<file path="src/hw/cec_regs.vh">
// Purpose: constants for the can error confinement block
// Assumes: included by bare name from every design file that holds a module
// Notes:   offsets are byte addresses on the register bus
`ifndef CEC_REGS_VH
`define CEC_REGS_VH

// register byte offsets
`define CEC_ADDR_CTRL      12'h000
`define CEC_ADDR_STATUS    12'h004
`define CEC_ADDR_COUNT     12'h008
`define CEC_ADDR_ERRS      12'h00c

// control fields
`define CEC_CTRL_RESTART   0
`define CEC_CTRL_ENABLE    1
`define CEC_CTRL_RST       1'b1

// status fields
`define CEC_STAT_STATE_LO  0
`define CEC_STAT_STATE_HI  1
`define CEC_STAT_FLAG      2
`define CEC_STAT_TXING     3

// count fields
`define CEC_CNT_TEC_LO     0
`define CEC_CNT_TEC_HI     8
`define CEC_CNT_REC_LO     16
`define CEC_CNT_REC_HI     23

// error bits, sticky, write one to clear
`define CEC_ERR_BIT        0
`define CEC_ERR_STUFF      1
`define CEC_ERR_CRC        2
`define CEC_ERR_FORM       3
`define CEC_ERR_ACK        4
`define CEC_ERR_W          5
`define CEC_ERRS_RST       5'h00

// confinement states
`define CEC_ST_ACTIVE      2'h0
`define CEC_ST_PASSIVE     2'h1
`define CEC_ST_BUSOFF      2'h2

// frame field codes from the protocol engine
`define CEC_FLD_IDLE       3'h0
`define CEC_FLD_ARB        3'h1
`define CEC_FLD_CHK        3'h2
`define CEC_FLD_CRCDEL     3'h3
`define CEC_FLD_ACK        3'h4
`define CEC_FLD_ACKDEL     3'h5
`define CEC_FLD_EOF        3'h6

// bit stream and counter figures
`define CEC_STUFF_RUN      3'h5
`define CEC_FLAG_BITS      3'h6
`define CEC_PASSIVE_LIM    9'h07f
`define CEC_BUSOFF_LIM     9'h0ff
`define CEC_TEC_INC        9'h008
`define CEC_TEC_DEC        9'h001
`define CEC_REC_INC        8'h01
`define CEC_REC_DEC        8'h01
`define CEC_REC_MAX        8'hff
`define CEC_TEC_RST        9'h000
`define CEC_REC_RST        8'h00

`endif

</file>
<file path="src/hw/cec_pad.v">
// Purpose: none
`timescale 1ns/1ns
`default_nettype none
`default_nettype wire

</file>
<file path="src/hw/cec_top.v">
// Purpose: can error detection and fault confinement with an apb register port
// Assumes: protocol engine supplies bit_tick, field code and bits, all on pclk
// Notes:   bus level 1 is recessive, can_tx is registered
//
// Implementation choices: the address map and the APB interface to the registers.
`timescale 1ns/1ns
`default_nettype none
`include "cec_regs.vh"
// What this block does
// RULE1: after five equal transmitted bits, send one complement stuff bit.
// RULE2: receivers drop every stuff bit before the frame is interpreted.
// RULE3: six equal bits on the bus within a frame raise a stuff error.
// RULE4: receiver flags crc error when computed and carried checksums differ.
// RULE5: dominant level where the frame demands recessive raises a form error.
// RULE6: transmitter flags ack error when nobody drives the ack slot dominant.
// RULE7: transmit and receive counters rise on errors, fall on successes.
// RULE8: transmit error increase exceeds success decrease, so that counter grows near 1/8 failures; receive steps are equal.
// RULE9: reset places the node in error active state.
// RULE10: error active node drives a dominant error flag, aborting the frame.
// RULE11: node is error active only while both counters are below 128.
// RULE12: either counter above 127 moves the node to error passive.
// RULE13: error passive node sends a recessive error flag.
// RULE14: passive node with ack error keeps its transmit counter unchanged.
// RULE15: transmit counter above 255 moves the node to bus off.
// RULE16: bus off node neither sends nor receives and drives nothing.
// RULE17: only a restart command leaves bus off, clearing both counters.
// RULE18: in length, data and crc fields, sent and sampled levels must match.
// RULE19: ack slot sent recessive; error-free receivers drive it dominant.
// RULE20: an aborted transmission is retried from start of frame.
// RULE21: transmit counter plus eight minus one; receive counter plus one minus one.
module cec_top (
	// clock and reset
	input  wire        pclk,
	input  wire        presetn,
	// apb slave
	input  wire        psel,
	input  wire        penable,
	input  wire        pwrite,
	input  wire [11:0] paddr,
	input  wire [31:0] pwdata,
	output wire        pready,
	output reg  [31:0] prdata,
	output reg         pslverr,
	// protocol engine side
	input  wire        bit_tick,
	input  wire [2:0]  field,
	input  wire        frame_tx,
	input  wire        tx_bit,
	input  wire        crc_check,
	input  wire [14:0] crc_calc,
	input  wire [14:0] crc_rx,
	input  wire        frame_done,
	output wire        tx_hold,
	output wire        rx_valid,
	output reg         frame_abort,
	output reg         retx_req,
	// bus
	input  wire        rx_bit,
	output reg         can_tx
);
	localparam ST_ACTIVE  = `CEC_ST_ACTIVE;
	localparam ST_PASSIVE = `CEC_ST_PASSIVE;
	localparam ST_BUSOFF  = `CEC_ST_BUSOFF;
	localparam [`CEC_ERR_W-1:0] ERRS_RST = `CEC_ERRS_RST;

	// apb state
	reg                   enable;
	reg                   restart;
	reg  [`CEC_ERR_W-1:0] errs;
	wire                  setup;
	wire                  access;
	wire                  wr;
	wire                  sel_ctrl;
	wire                  sel_status;
	wire                  sel_count;
	wire                  sel_errs;
	genvar                gi;

	// frame state
	reg  [2:0]            flag_cnt;
	reg                   flag_level;
	reg                   frame_bad;
	reg                   tx_was;
	reg                   next_can_tx;

	// counter interface
	wire [8:0]            tec;
	wire [7:0]            rec;
	wire [1:0]            state;
	wire                  busoff;
	wire                  live;

	// stuff interface
	wire                  stuff_en;
	wire                  stuff_slot;
	wire                  stuff_level;
	wire                  stuff_err;

	// error events
	wire                  ev_bit;
	wire                  ev_stuff;
	wire                  ev_crc;
	wire                  ev_form;
	wire                  ev_ack;
	wire [`CEC_ERR_W-1:0] ev_vec;
	wire                  any_err;
	wire                  flagging;

	function in_field;
		input [2:0] f;
		input [2:0] want;
		begin
			in_field = (f == want);
		end
	endfunction

	function reg_hit;
		input [11:0] a;
		input [11:0] want;
		begin
			reg_hit = (a == want);
		end
	endfunction

	assign busoff   = (state == ST_BUSOFF);
	assign flagging = (flag_cnt != 3'h0);
	// nothing is detected while bus off, disabled or sending a flag
	assign live     = enable & !busoff & !flagging;                 // [RULE16]

	// stuffing covers start of frame through crc
	assign stuff_en = live & (in_field(field, `CEC_FLD_ARB) | in_field(field, `CEC_FLD_CHK));

	// stuff tracking on the bus stream
	cec_stuff u_stuff (
		.pclk        (pclk),
		.presetn     (presetn),
		.bit_tick    (bit_tick),
		.stuff_en    (stuff_en),
		.rx_bit      (rx_bit),
		.stuff_slot  (stuff_slot),
		.stuff_level (stuff_level),
		.stuff_err   (stuff_err)
	);

	// engine holds its next bit during a stuff slot
	assign tx_hold  = frame_tx & stuff_slot;                        // [RULE1]
	// stuff bits never reach the engine as data
	assign rx_valid = bit_tick & live & !stuff_slot;                // [RULE2] [RULE16]

	// error detection at the sample point
	assign ev_bit   = bit_tick & live & frame_tx & in_field(field, `CEC_FLD_CHK)
	                & (rx_bit != can_tx);                           // [RULE18]
	assign ev_stuff = live & stuff_err;                             // [RULE3]
	assign ev_crc   = crc_check & live & !frame_tx & (crc_calc != crc_rx); // [RULE4]
	assign ev_form  = bit_tick & live & !rx_bit
	                & (in_field(field, `CEC_FLD_CRCDEL) | in_field(field, `CEC_FLD_ACKDEL)
	                | in_field(field, `CEC_FLD_EOF));               // [RULE5]
	assign ev_ack   = bit_tick & live & frame_tx & in_field(field, `CEC_FLD_ACK)
	                & rx_bit;                                       // [RULE6]

	assign ev_vec   = {ev_ack, ev_form, ev_crc, ev_stuff, ev_bit};
	assign any_err  = |ev_vec;

	// counters and confinement state
	cec_count u_count (
		.pclk    (pclk),
		.presetn (presetn),
		.tx_err  (any_err & frame_tx),
		.tx_ok   (frame_done & frame_tx & !frame_bad & live),
		.ack_err (ev_ack),
		.rx_err  (any_err & !frame_tx),
		.rx_ok   (frame_done & !frame_tx & !frame_bad & live),
		.restart (restart),
		.tec     (tec),
		.rec     (rec),
		.state   (state)
	);

	// abort and retry pulses, one cycle after an error
	always @(posedge pclk or negedge presetn) begin
		if (!presetn) begin
			frame_abort <= 1'b0;
			retx_req    <= 1'b0;
		end else begin
			frame_abort <= any_err;
			// failed transmission restarts from start of frame
			retx_req    <= any_err & frame_tx;                      // [RULE20]
		end
	end

	// error flag sequencing, counted in bus bits
	always @(posedge pclk or negedge presetn) begin
		if (!presetn) begin
			flag_cnt    <= 3'h0;
			flag_level  <= 1'b1;
			tx_was      <= 1'b0;
		end else begin
			if (any_err) begin
				flag_cnt   <= `CEC_FLAG_BITS;
				// active sends dominant, passive recessive
				flag_level <= (state == ST_PASSIVE);            // [RULE10] [RULE13]
				tx_was     <= frame_tx;
			end else if (bit_tick && flagging) begin
				flag_cnt <= flag_cnt - 3'h1;
			end
		end
	end

	// a frame with an error is neither acknowledged nor counted as a success
	always @(posedge pclk or negedge presetn) begin
		if (!presetn)
			frame_bad <= 1'b0;
		else if (busoff || in_field(field, `CEC_FLD_IDLE))
			frame_bad <= 1'b0;
		else if (any_err)
			frame_bad <= 1'b1;
	end

	// bus drive, registered
	always @* begin
		next_can_tx = 1'b1;
		if (!enable || busoff) begin
			next_can_tx = 1'b1;                                     // [RULE16]
		end else if (flagging) begin
			next_can_tx = flag_level;                               // [RULE10] [RULE13]
		end else if (in_field(field, `CEC_FLD_ACK)) begin
			// sender leaves the slot recessive, clean receivers pull it low
			next_can_tx = frame_tx | frame_bad;                     // [RULE19]
		end else if (frame_tx && !in_field(field, `CEC_FLD_IDLE)) begin
			next_can_tx = stuff_slot ? stuff_level : tx_bit;        // [RULE1]
		end
	end

	// recessive during reset
	always @(posedge pclk or negedge presetn) begin
		if (!presetn)
			can_tx <= 1'b1;
		else
			can_tx <= next_can_tx;
	end

	// apb slave, no wait states
	assign setup  = psel & !penable;
	assign access = psel & penable;
	assign wr     = access & pwrite & !pslverr;
	assign pready = access;

	// register selects, full address compare
	assign sel_ctrl   = reg_hit(paddr, `CEC_ADDR_CTRL);
	assign sel_status = reg_hit(paddr, `CEC_ADDR_STATUS);
	assign sel_count  = reg_hit(paddr, `CEC_ADDR_COUNT);
	assign sel_errs   = reg_hit(paddr, `CEC_ADDR_ERRS);

	always @(posedge pclk or negedge presetn) begin
		if (!presetn) begin
			prdata  <= 32'h00000000;
			pslverr <= 1'b0;
		end else if (setup) begin
			prdata  <= 32'h00000000;
			pslverr <= 1'b0;
			if (sel_ctrl) begin
				prdata[`CEC_CTRL_ENABLE] <= enable;
			end else if (sel_status) begin
				prdata[`CEC_STAT_STATE_HI:`CEC_STAT_STATE_LO] <= state;
				prdata[`CEC_STAT_FLAG]  <= flagging;
				prdata[`CEC_STAT_TXING] <= tx_was;
			end else if (sel_count) begin
				prdata[`CEC_CNT_TEC_HI:`CEC_CNT_TEC_LO] <= tec;
				prdata[`CEC_CNT_REC_HI:`CEC_CNT_REC_LO] <= rec;
			end else if (sel_errs) begin
				prdata[`CEC_ERR_W-1:0] <= errs;
			end else begin
				pslverr <= 1'b1;
			end
		end
	end

	// control register, restart is a one-cycle pulse
	always @(posedge pclk or negedge presetn) begin
		if (!presetn) begin
			enable  <= `CEC_CTRL_RST;
			restart <= 1'b0;
		end else begin
			restart <= wr & sel_ctrl & pwdata[`CEC_CTRL_RESTART]; // [RULE17]
			if (wr && sel_ctrl)
				enable <= pwdata[`CEC_CTRL_ENABLE];
		end
	end

	// sticky error bits, a new event beats a clear
	generate
		for (gi = 0; gi < `CEC_ERR_W; gi = gi + 1) begin : g_err
			// one flop per error kind, write one to clear
			always @(posedge pclk or negedge presetn) begin
				if (!presetn)
					errs[gi] <= ERRS_RST[gi];
				else if (wr && sel_errs && pwdata[gi])
					errs[gi] <= ev_vec[gi];
				else
					errs[gi] <= errs[gi] | ev_vec[gi];
			end
		end
	endgenerate
endmodule
`default_nettype wire

</file>
<file path="src/hw/cec_stuff.v">
// Purpose: stuff bit tracking on the bus bit stream
// Assumes: bit_tick marks the sample point, rx_bit is the sampled bus level
// Notes:   the stuff bit itself opens the next run
`timescale 1ns/1ns
`default_nettype none
`include "cec_regs.vh"
module cec_stuff (
	// clock and reset
	input  wire       pclk,
	input  wire       presetn,
	// bit stream
	input  wire       bit_tick,
	input  wire       stuff_en,
	input  wire       rx_bit,
	// stuff status
	output wire       stuff_slot,
	output wire       stuff_level,
	output wire       stuff_err
);
	reg [2:0] run;
	reg       last;

	// five equal bits make the next bit a complement
	assign stuff_slot  = stuff_en & (run == `CEC_STUFF_RUN);  // [RULE1] [RULE2]
	assign stuff_level = ~last;                                // [RULE1]
	// a sixth equal bit in a stuff slot
	assign stuff_err   = bit_tick & stuff_slot & (rx_bit == last); // [RULE3]

	always @(posedge pclk or negedge presetn) begin
		if (!presetn) begin
			run  <= 3'h0;
			last <= 1'b1;
		end else if (bit_tick) begin
			if (!stuff_en) begin
				run  <= 3'h0;
				last <= 1'b1;
			end else if (stuff_slot || rx_bit != last || run == 3'h0) begin
				run  <= 3'h1;
				last <= rx_bit;
			end else begin
				run <= run + 3'h1;
			end
		end
	end
endmodule
`default_nettype wire

</file>
<file path="src/hw/cec_count.v">
// Purpose: transmit and receive error counters and confinement state
// Assumes: event inputs are one-cycle pulses, at most one of each per cycle
// Notes:   transmit counter freezes once bus off is reached
`timescale 1ns/1ns
`default_nettype none
`include "cec_regs.vh"
module cec_count (
	// clock and reset
	input  wire       pclk,
	input  wire       presetn,
	// events
	input  wire       tx_err,
	input  wire       tx_ok,
	input  wire       ack_err,
	input  wire       rx_err,
	input  wire       rx_ok,
	input  wire       restart,
	// state
	output reg  [8:0] tec,
	output reg  [7:0] rec,
	output reg  [1:0] state
);
	localparam ST_ACTIVE  = `CEC_ST_ACTIVE;
	localparam ST_PASSIVE = `CEC_ST_PASSIVE;
	localparam ST_BUSOFF  = `CEC_ST_BUSOFF;

	reg [8:0] next_tec;
	reg [7:0] next_rec;
	reg [1:0] next_state;

	always @* begin
		next_tec   = tec;
		next_rec   = rec;
		next_state = state;
		case (state)
			ST_BUSOFF: begin
				if (restart) begin
					next_tec   = `CEC_TEC_RST;              // [RULE17]
					next_rec   = `CEC_REC_RST;              // [RULE17]
					next_state = ST_ACTIVE;                 // [RULE17]
				end
			end
			default: begin
				// passive node ignores ack errors on the transmit count
				if (tx_err && !(state == ST_PASSIVE && ack_err))  // [RULE14]
					next_tec = tec + `CEC_TEC_INC;          // [RULE7] [RULE8] [RULE21]
				else if (tx_ok && tec != 9'h000)
					next_tec = tec - `CEC_TEC_DEC;          // [RULE7] [RULE21]
				if (rx_err && rec != `CEC_REC_MAX)
					next_rec = rec + `CEC_REC_INC;          // [RULE7] [RULE21]
				else if (rx_ok && rec != 8'h00)
					next_rec = rec - `CEC_REC_DEC;          // [RULE7] [RULE21]
				if (next_tec > `CEC_BUSOFF_LIM)
					next_state = ST_BUSOFF;                 // [RULE15]
				else if (next_tec > `CEC_PASSIVE_LIM || {1'b0, next_rec} > `CEC_PASSIVE_LIM)
					next_state = ST_PASSIVE;                // [RULE12]
				else
					next_state = ST_ACTIVE;                 // [RULE11]
			end
		endcase
	end

	always @(posedge pclk or negedge presetn) begin
		if (!presetn) begin
			tec   <= `CEC_TEC_RST;
			rec   <= `CEC_REC_RST;
			state <= ST_ACTIVE;                             // [RULE9]
		end else begin
			tec   <= next_tec;
			rec   <= next_rec;
			state <= next_state;
		end
	end
endmodule
`default_nettype wire

</file>
<file path="config.mk">
export PLATFORM = sky130hd
export DESIGN_NAME = cec_top
export DESIGN_NICKNAME = d
export VERILOG_FILES = /design/src/hw/cec_pad.v /design/src/hw/cec_top.v /design/src/hw/cec_stuff.v /design/src/hw/cec_count.v
export VERILOG_INCLUDE_DIRS = /design/src /design/src/hw
export SDC_FILE = /design/constraint.sdc
export NUM_CORES = 1
export LEC_CHECK = 0
export ABC_CLOCK_PERIOD_IN_PS = 2240
export BUFFER_PORTS_ARGS = -buffer_cell sky130_fd_sc_hd__buf_2
export CAP_MARGIN = 30
export CORE_MARGIN = 10
export CORE_UTILIZATION = 47
export CTS_BUF_LIST = sky130_fd_sc_hd__clkbuf_8
export DETAILED_ROUTE_END_ITERATION = 10
export PLACE_DENSITY = 0.84
export SLEW_MARGIN = 20
export SYNTH_ARGS = -nofsm -noshare
export SYNTH_HDL_FRONTEND = slang
export SYNTH_SLANG_ARGS = --single-unit
</file>
<file path="constraint.sdc">
create_clock -name pclk -period 2.24 [get_ports pclk]
set_input_delay 0.448 -clock pclk [delete_from_list [all_inputs] [get_ports pclk]]
set_output_delay 0.448 -clock pclk [all_outputs]
set_load 0.005 [all_outputs]
</file>
After elaboration in Yosys (flattened, before gate mapping)
Index checks and enable logic that the tools add are counted.
{ "op_classes": {"n_addsub": 6, "mul": 0, "div_mod_pow": 0, "order_cmp": 3, "n_eq_ne": 19, "shift": 0, "n_mux": 47, "bitwise": 44, "n_reduce_logical": 40} }
{ "ops": {"columns": ["cell", "count"], "rows": [
  ["8-bit 2-to-1 mux", 8],
  ["9-bit 2-to-1 mux", 5],
  ["1-bit bitwise AND", 34],
  ["12-bit by 4-bit equality test with 1-bit output, second input constant", 2],
  ["1-bit 2-to-1 mux", 21],
  ["5-bit 2-to-1 mux", 3],
  ["15-bit inequality test", 1],
  ["1-bit logical AND", 14],
  ["12-bit by 3-bit equality test with 1-bit output, second input constant", 1],
  ["3-bit equality test, second input constant", 4],
  ["12-bit logical NOT", 1],
  ["3-bit 2-to-1 mux", 4],
  ["1-bit logical NOT", 11],
  ["9-bit by 4-bit adder with 9-bit output, second input constant", 1],
  ["9-bit by 7-bit greater-than comparator with 1-bit output, second input constant", 1],
  ["9-bit by 8-bit greater-than comparator with 1-bit output, second input constant", 1],
  ["1-bit bitwise OR", 9],
  ["9-bit nonzero test", 1],
  ["9-bit by 1-bit subtractor with 9-bit output, second input constant", 1],
  ["8-bit by 1-bit adder with 8-bit output, second input constant", 1],
  ["8-bit by 7-bit greater-than comparator with 1-bit output, second input constant", 1],
  ["4-bit 2-to-1 mux", 2],
  ["8-bit inequality test, second input constant", 1],
  ["8-bit nonzero test", 1],
  ["other kinds (19)", 30]
]} }
{ "totals": {"reg_bits": 57, "latchBits": 0, "mem_bits_rw": 0, "romBits": 0, "input_bits": 88, "out_inout_bits": 39, "word_cells": 180, "memories": 0} }

Depth between registers and ports, before layout
{ "logic_depth": {"depth_word": 19, "ltp_mapped": 11, "mapped_depth_nobuf": 9} }

By module
From an unflattened synthesis, not the netlist that was laid out.
{ "hier_totals": {"hier_cells": 407, "hier_area_um2": 3936.3} }
{ "by_module_without_submodules": {"columns": ["mod", "instances", "cells_per_inst", "area_per_inst_um2", "seq_area_each_um2"], "rows": [
  ["cec_top", 1, 198, 2078.2, 854.6],
  ["cec_count", 1, 181, 1580.3, 475.5],
  ["cec_stuff", 1, 28, 277.8, 101.3]
]} }

Worst setup path before layout
OpenSTA, ideal clock, no wires.
{ "synth_path": {"path_type": "reg-to-reg", "from": "register flag_cnt[0]", "to": "register u_count.rec[4]", "setup_time_ns": 0.124, "arrival_ns": 2.317, "t_required_ns": 2.116, "path_slack_ns": -0.200, "path_stages_with_launch": 12, "path_buffers": 2, "synth_period_minus_slack_ns": 2.440, "cell_sequence": "dfrtp_1 -> inv_1 -> ha_1 -> nor2b_1 -> and3_1 -> buf_2 -> nand2_1 -> or3_1 -> buf_4 -> nand3_1 -> mux2_1 -> a211o_1"} }
{ "synth_via": {"elab_chain_len": 14, "elab_cells_between_ends": 28, "classes_between": "4 x mux; 19 x bitwise; 5 x reduce/logical"} }
{ "synth_rtl": {"columns": ["item", "line", "source"], "rows": [
  ["start: declaration", "cec_top.v:80", "reg [2:0] flag_cnt;"],
  ["start signal: assignment", "cec_top.v:199", "flag_cnt <= `CEC_FLAG_BITS;"],
  ["start signal: assignment", "cec_top.v:204", "flag_cnt <= flag_cnt - 3'h1;"],
  ["3-bit nonzero test (*)", "cec_top.v:126", "assign flagging = (flag_cnt != 3'h0);"],
  ["1-bit logical NOT (*)", "cec_top.v:128", "assign live = enable & !busoff & !flagging;"],
  ["1-bit bitwise AND (*)", "cec_top.v:128", null],
  ["1-bit bitwise AND", "cec_top.v:131", "assign stuff_en = live & (in_field(field, `CEC_FLD_ARB) | in_field(field, `CEC_FLD_CHK));"],
  ["1-bit bitwise AND", "cec_stuff.v:24", "assign stuff_slot = stuff_en & (run == `CEC_STUFF_RUN);"],
  ["1-bit bitwise AND (2 in a row)", "cec_stuff.v:27", "assign stuff_err = bit_tick & stuff_slot & (rx_bit == last);"],
  ["1-bit bitwise AND", "cec_top.v:153", "assign ev_stuff = live & stuff_err;"],
  ["5-bit OR reduction", "cec_top.v:162", "assign any_err = |ev_vec;"],
  ["1-bit bitwise AND", "cec_top.v:171", ".rx_err (any_err & !frame_tx),"],
  ["1-bit logical AND (no line)", null, null],
  ["8-bit 2-to-1 mux (*)", "cec_count.v:49", "if (rx_err && rec != `CEC_REC_MAX)"],
  ["8-bit 2-to-1 mux (*) (2 in a row)", "cec_count.v:35", "case (state)"],
  ["end signal: assignment", "cec_count.v:66", "rec <= `CEC_REC_RST;"],
  ["end signal: assignment", "cec_count.v:70", "rec <= next_rec;"],
  ["end: declaration", "cec_count.v:20", "output reg [7:0] rec,"]
]} }
Every way passes the cells marked *; elsewhere a longest branch is shown, timed or not. The select of a mux whose other input is x is not followed.
A chain may end at the register's enable or synchronous reset.

Worst setup path in the final report
{ "layout_path": {"from": "register u_count.tec[0]", "to": "register u_count.state[0]"} }
{ "layout_via": {"elab_chain_len": 10, "elab_cells_between_ends": 13, "classes_between": "2 x add/sub; 2 x order compare; 6 x mux; 3 x reduce/logical"} }
{ "layout_rtl": {"columns": ["item", "line", "source"], "rows": [
  ["start: declaration", "cec_count.v:19", "output reg [8:0] tec,"],
  ["start signal: assignment", "cec_count.v:65", "tec <= `CEC_TEC_RST;"],
  ["start signal: assignment", "cec_count.v:69", "tec <= next_tec;"],
  ["parallel branches: the longest is 3 deep, another holds 9-bit by 1-bit subtractor with 9-bit output", null, null],
  ["9-bit 2-to-1 mux (*)", "cec_count.v:45", "if (tx_err && !(state == ST_PASSIVE && ack_err))"],
  ["9-bit 2-to-1 mux (*)", "cec_count.v:35", null],
  ["9-bit by 7-bit greater-than comparator with 1-bit output (no line)", null, null],
  ["1-bit logical OR (no line)", null, null],
  ["1-bit 2-to-1 mux", "cec_count.v:55", "else if (next_tec > `CEC_PASSIVE_LIM || {1'b0, next_rec} > `CEC_PASSIVE_LIM)"],
  ["2-bit 2-to-1 mux (*)", "cec_count.v:53", "if (next_tec > `CEC_BUSOFF_LIM)"],
  ["2-bit 2-to-1 mux (*)", "cec_count.v:35", null],
  ["end signal: assignment", "cec_count.v:71", "state <= next_state;"],
  ["end: declaration", "cec_count.v:21", "output reg [1:0] state"]
]} }
Mark *: on every way between the ends. The select of a mux whose other input is x is not followed.

==> results.json <==
{
  "worst_pin_slew_ns": 0.737,
  "postRouteAntennaNets": 0,
  "ir_drop_mv": 0.467,
  "coreArea_sq_um": 7370,
  "sw_frac_of_total_pct": 25.4,
  "setup_viol": 18,
  "syn-instance-count": 386,
  "synth_area_per_cell_sq_um": 9.33,
  "syn_to_final_growth_pct": 45.9,
  "row_count": 31,
  "critPathMaxFanout": 3,
  "grt_setup_unrepaired": "yes",
  "violations": "setup timing",
  "finalHoldViolations": 0,
  "crit_type": "flop to flop",
  "max-cap-violations": 0,
  "grt_pass1_vias": 3799,
  "drive_gt1_share_pct": 44.5,
  "synth_flop_cell": "dfrtp_1",
  "drcViolationCount": 0,
  "clk_latency_ns": 0.35,
  "cp.required_ns": 2.53,
  "p_int_w": 0.00203,
  "grt_max_degree": 58,
  "post-route-min-period_ns": 2.42,
  "antenna_found_initial": 0,
  "start_kind": "flop",
  "place_congestion": 0.882,
  "fillers": 534,
  "grt_pass1_wl_mm": 17.4,
  "hold_buffers": 0,
  "synth_edf_count": 0,
  "avgRoutedWirePerCell_um": 18.6,
  "die_y_um": 108,
  "power_frac_seq_pct": 39.6,
  "synth_seq_cells": 57,
  "arrival_ns": 2.71,
  "hold-worst-slack_ns": 0.216,
  "power_density_nw_per_um2": 517,
  "yosysTopAreaCellShare_pct": 36.8,
  "ios": 127,
  "clk_pin_slew_ns": 0.07,
  "slew_headroom_pct": 50.9,
  "num_vias": 3729,
  "dieArea_sq_um": 11600,
  "slowest_stage": "or4b_4",
  "yosysWarnings": 0,
  "n_antenna_cell": 0,
  "cts_root_buf": "clkbuf_8",
  "combPwrFrac_pct": 19.5,
  "initial_utilization_pct": 48.9,
  "crit_chain": "inv_1 -> ha_2 -> or4b_4 -> nor4_4 -> or4b_1 -> mux2_4 -> a21oi_4 -> o21a_1",
  "cts_tree": "yes",
  "p_switching_w": 0.000689,
  "nets": 644,
  "yosysSeqAreaShare_pct": 39.7,
  "first_pass_iters": 5,
  "avgViaCountPerCell": 5.75,
  "syn_area_sq_um": 3600,
  "finClkSkew_ns": 0.0114,
  "seq_area_sq_um": 1430,
  "synthTopCellsByArea": "dfrtp_1 37%, nand2_1 4.2%, a22o_1 3.9%, ha_1 3.8%, buf_4 3.8%",
  "wl_mm": 12.1,
  "cts_inserted_buffers": 9,
  "drt_iter0_markers": 214,
  "hpwlAfterDp_mm": 8.03,
  "async_flop_share_pct": 100,
  "io_buffers": 84,
  "yosysTopAreaCell": "dfrtp_1",
  "synth.distinct_cells": 67,
  "cts.path.max_buffers": 2,
  "worst_slack_ns": -0.183,
  "finalCritPeriodShare_pct": 108,
  "crit_path_max_incr_delay_ns": 0.49,
  "grt_usage_pct": 18.5,
  "maxSlewViolCount": 0,
  "hp-class": "primary input to async pin",
  "die_w_um": 108,
  "status": "finished with violations",
  "fin_setup_tns_ns": -1.69,
  "clockPowerShare_pct": 40.9,
  "grt_remaining_overflow": 0,
  "multi_input_area_sq_um": 2320,
  "clkSinkCount": 57,
  "p_leak_nw": 2.56,
  "fmax_ghz": 0.413,
  "htree_num_levels": 3,
  "cp-end-kind": "flop"
}
## path summary, 6_finish.rpt
check | startpoint | to | slack (ns) | depth (start not counted)
worst min-delay path | presetn | retx_req$_DFF_PN0_ | 0.22 | 2
worst min register to register | prdata[4]$_DFFE_PN0P_ | prdata[4]$_DFFE_PN0P_ | 0.47 | 2
worst max register to register | u_count.tec[0]$_DFFE_PN0P_ | u_count.state[0]$_DFFE_PN0P_ | -0.18 | 8
min in group pclk | pwdata[0] | restart$_DFF_PN0_ | 0.34 | 2
max in group asynchronous | presetn | errs[0]$_DFF_PN0_ | 1.51 | 2
worst max-delay path | u_count.tec[0]$_DFFE_PN0P_ | u_count.state[0]$_DFFE_PN0P_ | -0.18 | 8
## metrics by stage
stage	std cells	utilization [%]	power, W	area (sq um)	worst slack [ns]
finish	649	71.3	0.00272	5250	-0.183
global route	649	71.3	0.00283	5250	-0.274
CTS	638	67.7	0.00270	4990	-0.125
detailed placement	609	61.4	0.00152	4520	-0.230
global placement	609	61.4	0.00150	4520	-0.194
floorplan	400	-	0.00134	3750	-0.0297
## state kept, by name, indices dropped and copies added, names as in the netlist, 2 cells and up
| register | count |
|---|---|
| u_count.rec | 8 |
| u_stuff.run | 3 |
| u_count.state | 2 |
| prdata | 17 |
| u_count.tec | 9 |
| flag_cnt | 3 |
| errs | 5 |
## logic make-up (layout without fill, tap and decap cells)
| kind of cell | Yosys count | count (layout) | synth area share (%) |
|---|---|---|---|
| multiplexers | 15 | 15 | 4.73 |
| buffers and inverters | 53 | 203 | 7.54 |
| AO/OA/AOI/OAI | 88 | 88 | 18.5 |
| other | 1 | 15 | 0.104 |
| XOR/XNOR | 20 | 20 | 4.86 |
| AND/OR/NAND/NOR | 141 | 141 | 20.7 |
| flip-flops | 57 | 57 | 39.7 |
| adder cells (fa/ha/maj) | 11 | 11 | 3.82 |
## Yosys cell counts (all sizes together) (2+ instances only)
cell type,instances
dfrtp,53
nand2,41
nor2,23
buf,22
inv,21
a22o,16
xnor2,15
o21ai,14
nand3,13
ha,11
clkbuf,10
nor3,10
a21oi,9
and3,8
mux2i,8
nand4,8
nor2b,7
mux2,6
nand2b,6
nor4,6
o211ai,6
o31ai,6
a31oi,5
and2,5
xor2,5
a211o,4
dfstp,4
a21o,3
a311oi,3
or3,3
a22oi,2
nor3b,2
nor4b,2
o22ai,2
o32ai,2
or2,2
or4b,2
## placed cells by master (no fill, tap or decap), types with 4 or more instances in the layout
cell type,count
o211ai_1,6
and2_1,5
nor2b_1,6
nor3_1,7
ha_1,8
and3_1,6
inv_1,19
dfrtp_1,53
nand4_1,8
o31ai_1,5
xor2_1,4
conb_1,15
mux2i_1,8
buf_4,73
buf_2,84
dfstp_2,4
nand2b_1,6
nand3_1,10
nor4_1,4
a22o_1,16
a21oi_1,5
clkbuf_8,11
nor2_1,18
o21ai_0,13
xnor2_1,13
nand2_1,36
buf_6,9
## area by class of cell
type / instances / share of cell area, %
Sequential cell: 57 / 27.2
Timing Repair Buffer: 166 / 20.4
Inverter: 21 / 1.50
Tap cell: 99 / 2.36
Clock buffer: 11 / 2.88
Clock inverter: 5 / 1.48
Multi-Input combinational cell: 290 / 44.2
## what timing repair did
action                     4_1_cts  5_1_grt
pin swaps                       11       16
setup endpoints to repair       16       23
buffers inserted                13       13
resized for setup               26       34
## power by group through the flow
stage / clock, W / combinational (W) / sequential (W)
after global routing: 0.00118 / 0.000579 / 0.00107
after floorplan: 0 / 0.000241 / 0.00109
final: 0.00111 / 0.000531 / 0.00108
after detailed placement: 0 / 0.000428 / 0.00109
after global placement: 0 / 0.000405 / 0.00109
after CTS: 0.00112 / 0.000499 / 0.00107
## metal layers
metal  global-route usage [%]  wire (um)
met1                     19.7       4410
met5                        0          0
met2                     32.4       6170
met3                     6.53        965
met4                     7.63        522
## worst max-delay path: cells and delay by family, from the launching register on
kind | cells | cell delay [ns]
adders and majority gates | 1 | 0.17
and+or+nand+nor | 3 | 1.13
DFF | 1 | 0.38
buffers and inverters | 1 | 0.06
muxes | 1 | 0.31
AOI/OAI and AO/OA | 2 | 0.31
Power figures use the tool's default switching activity.
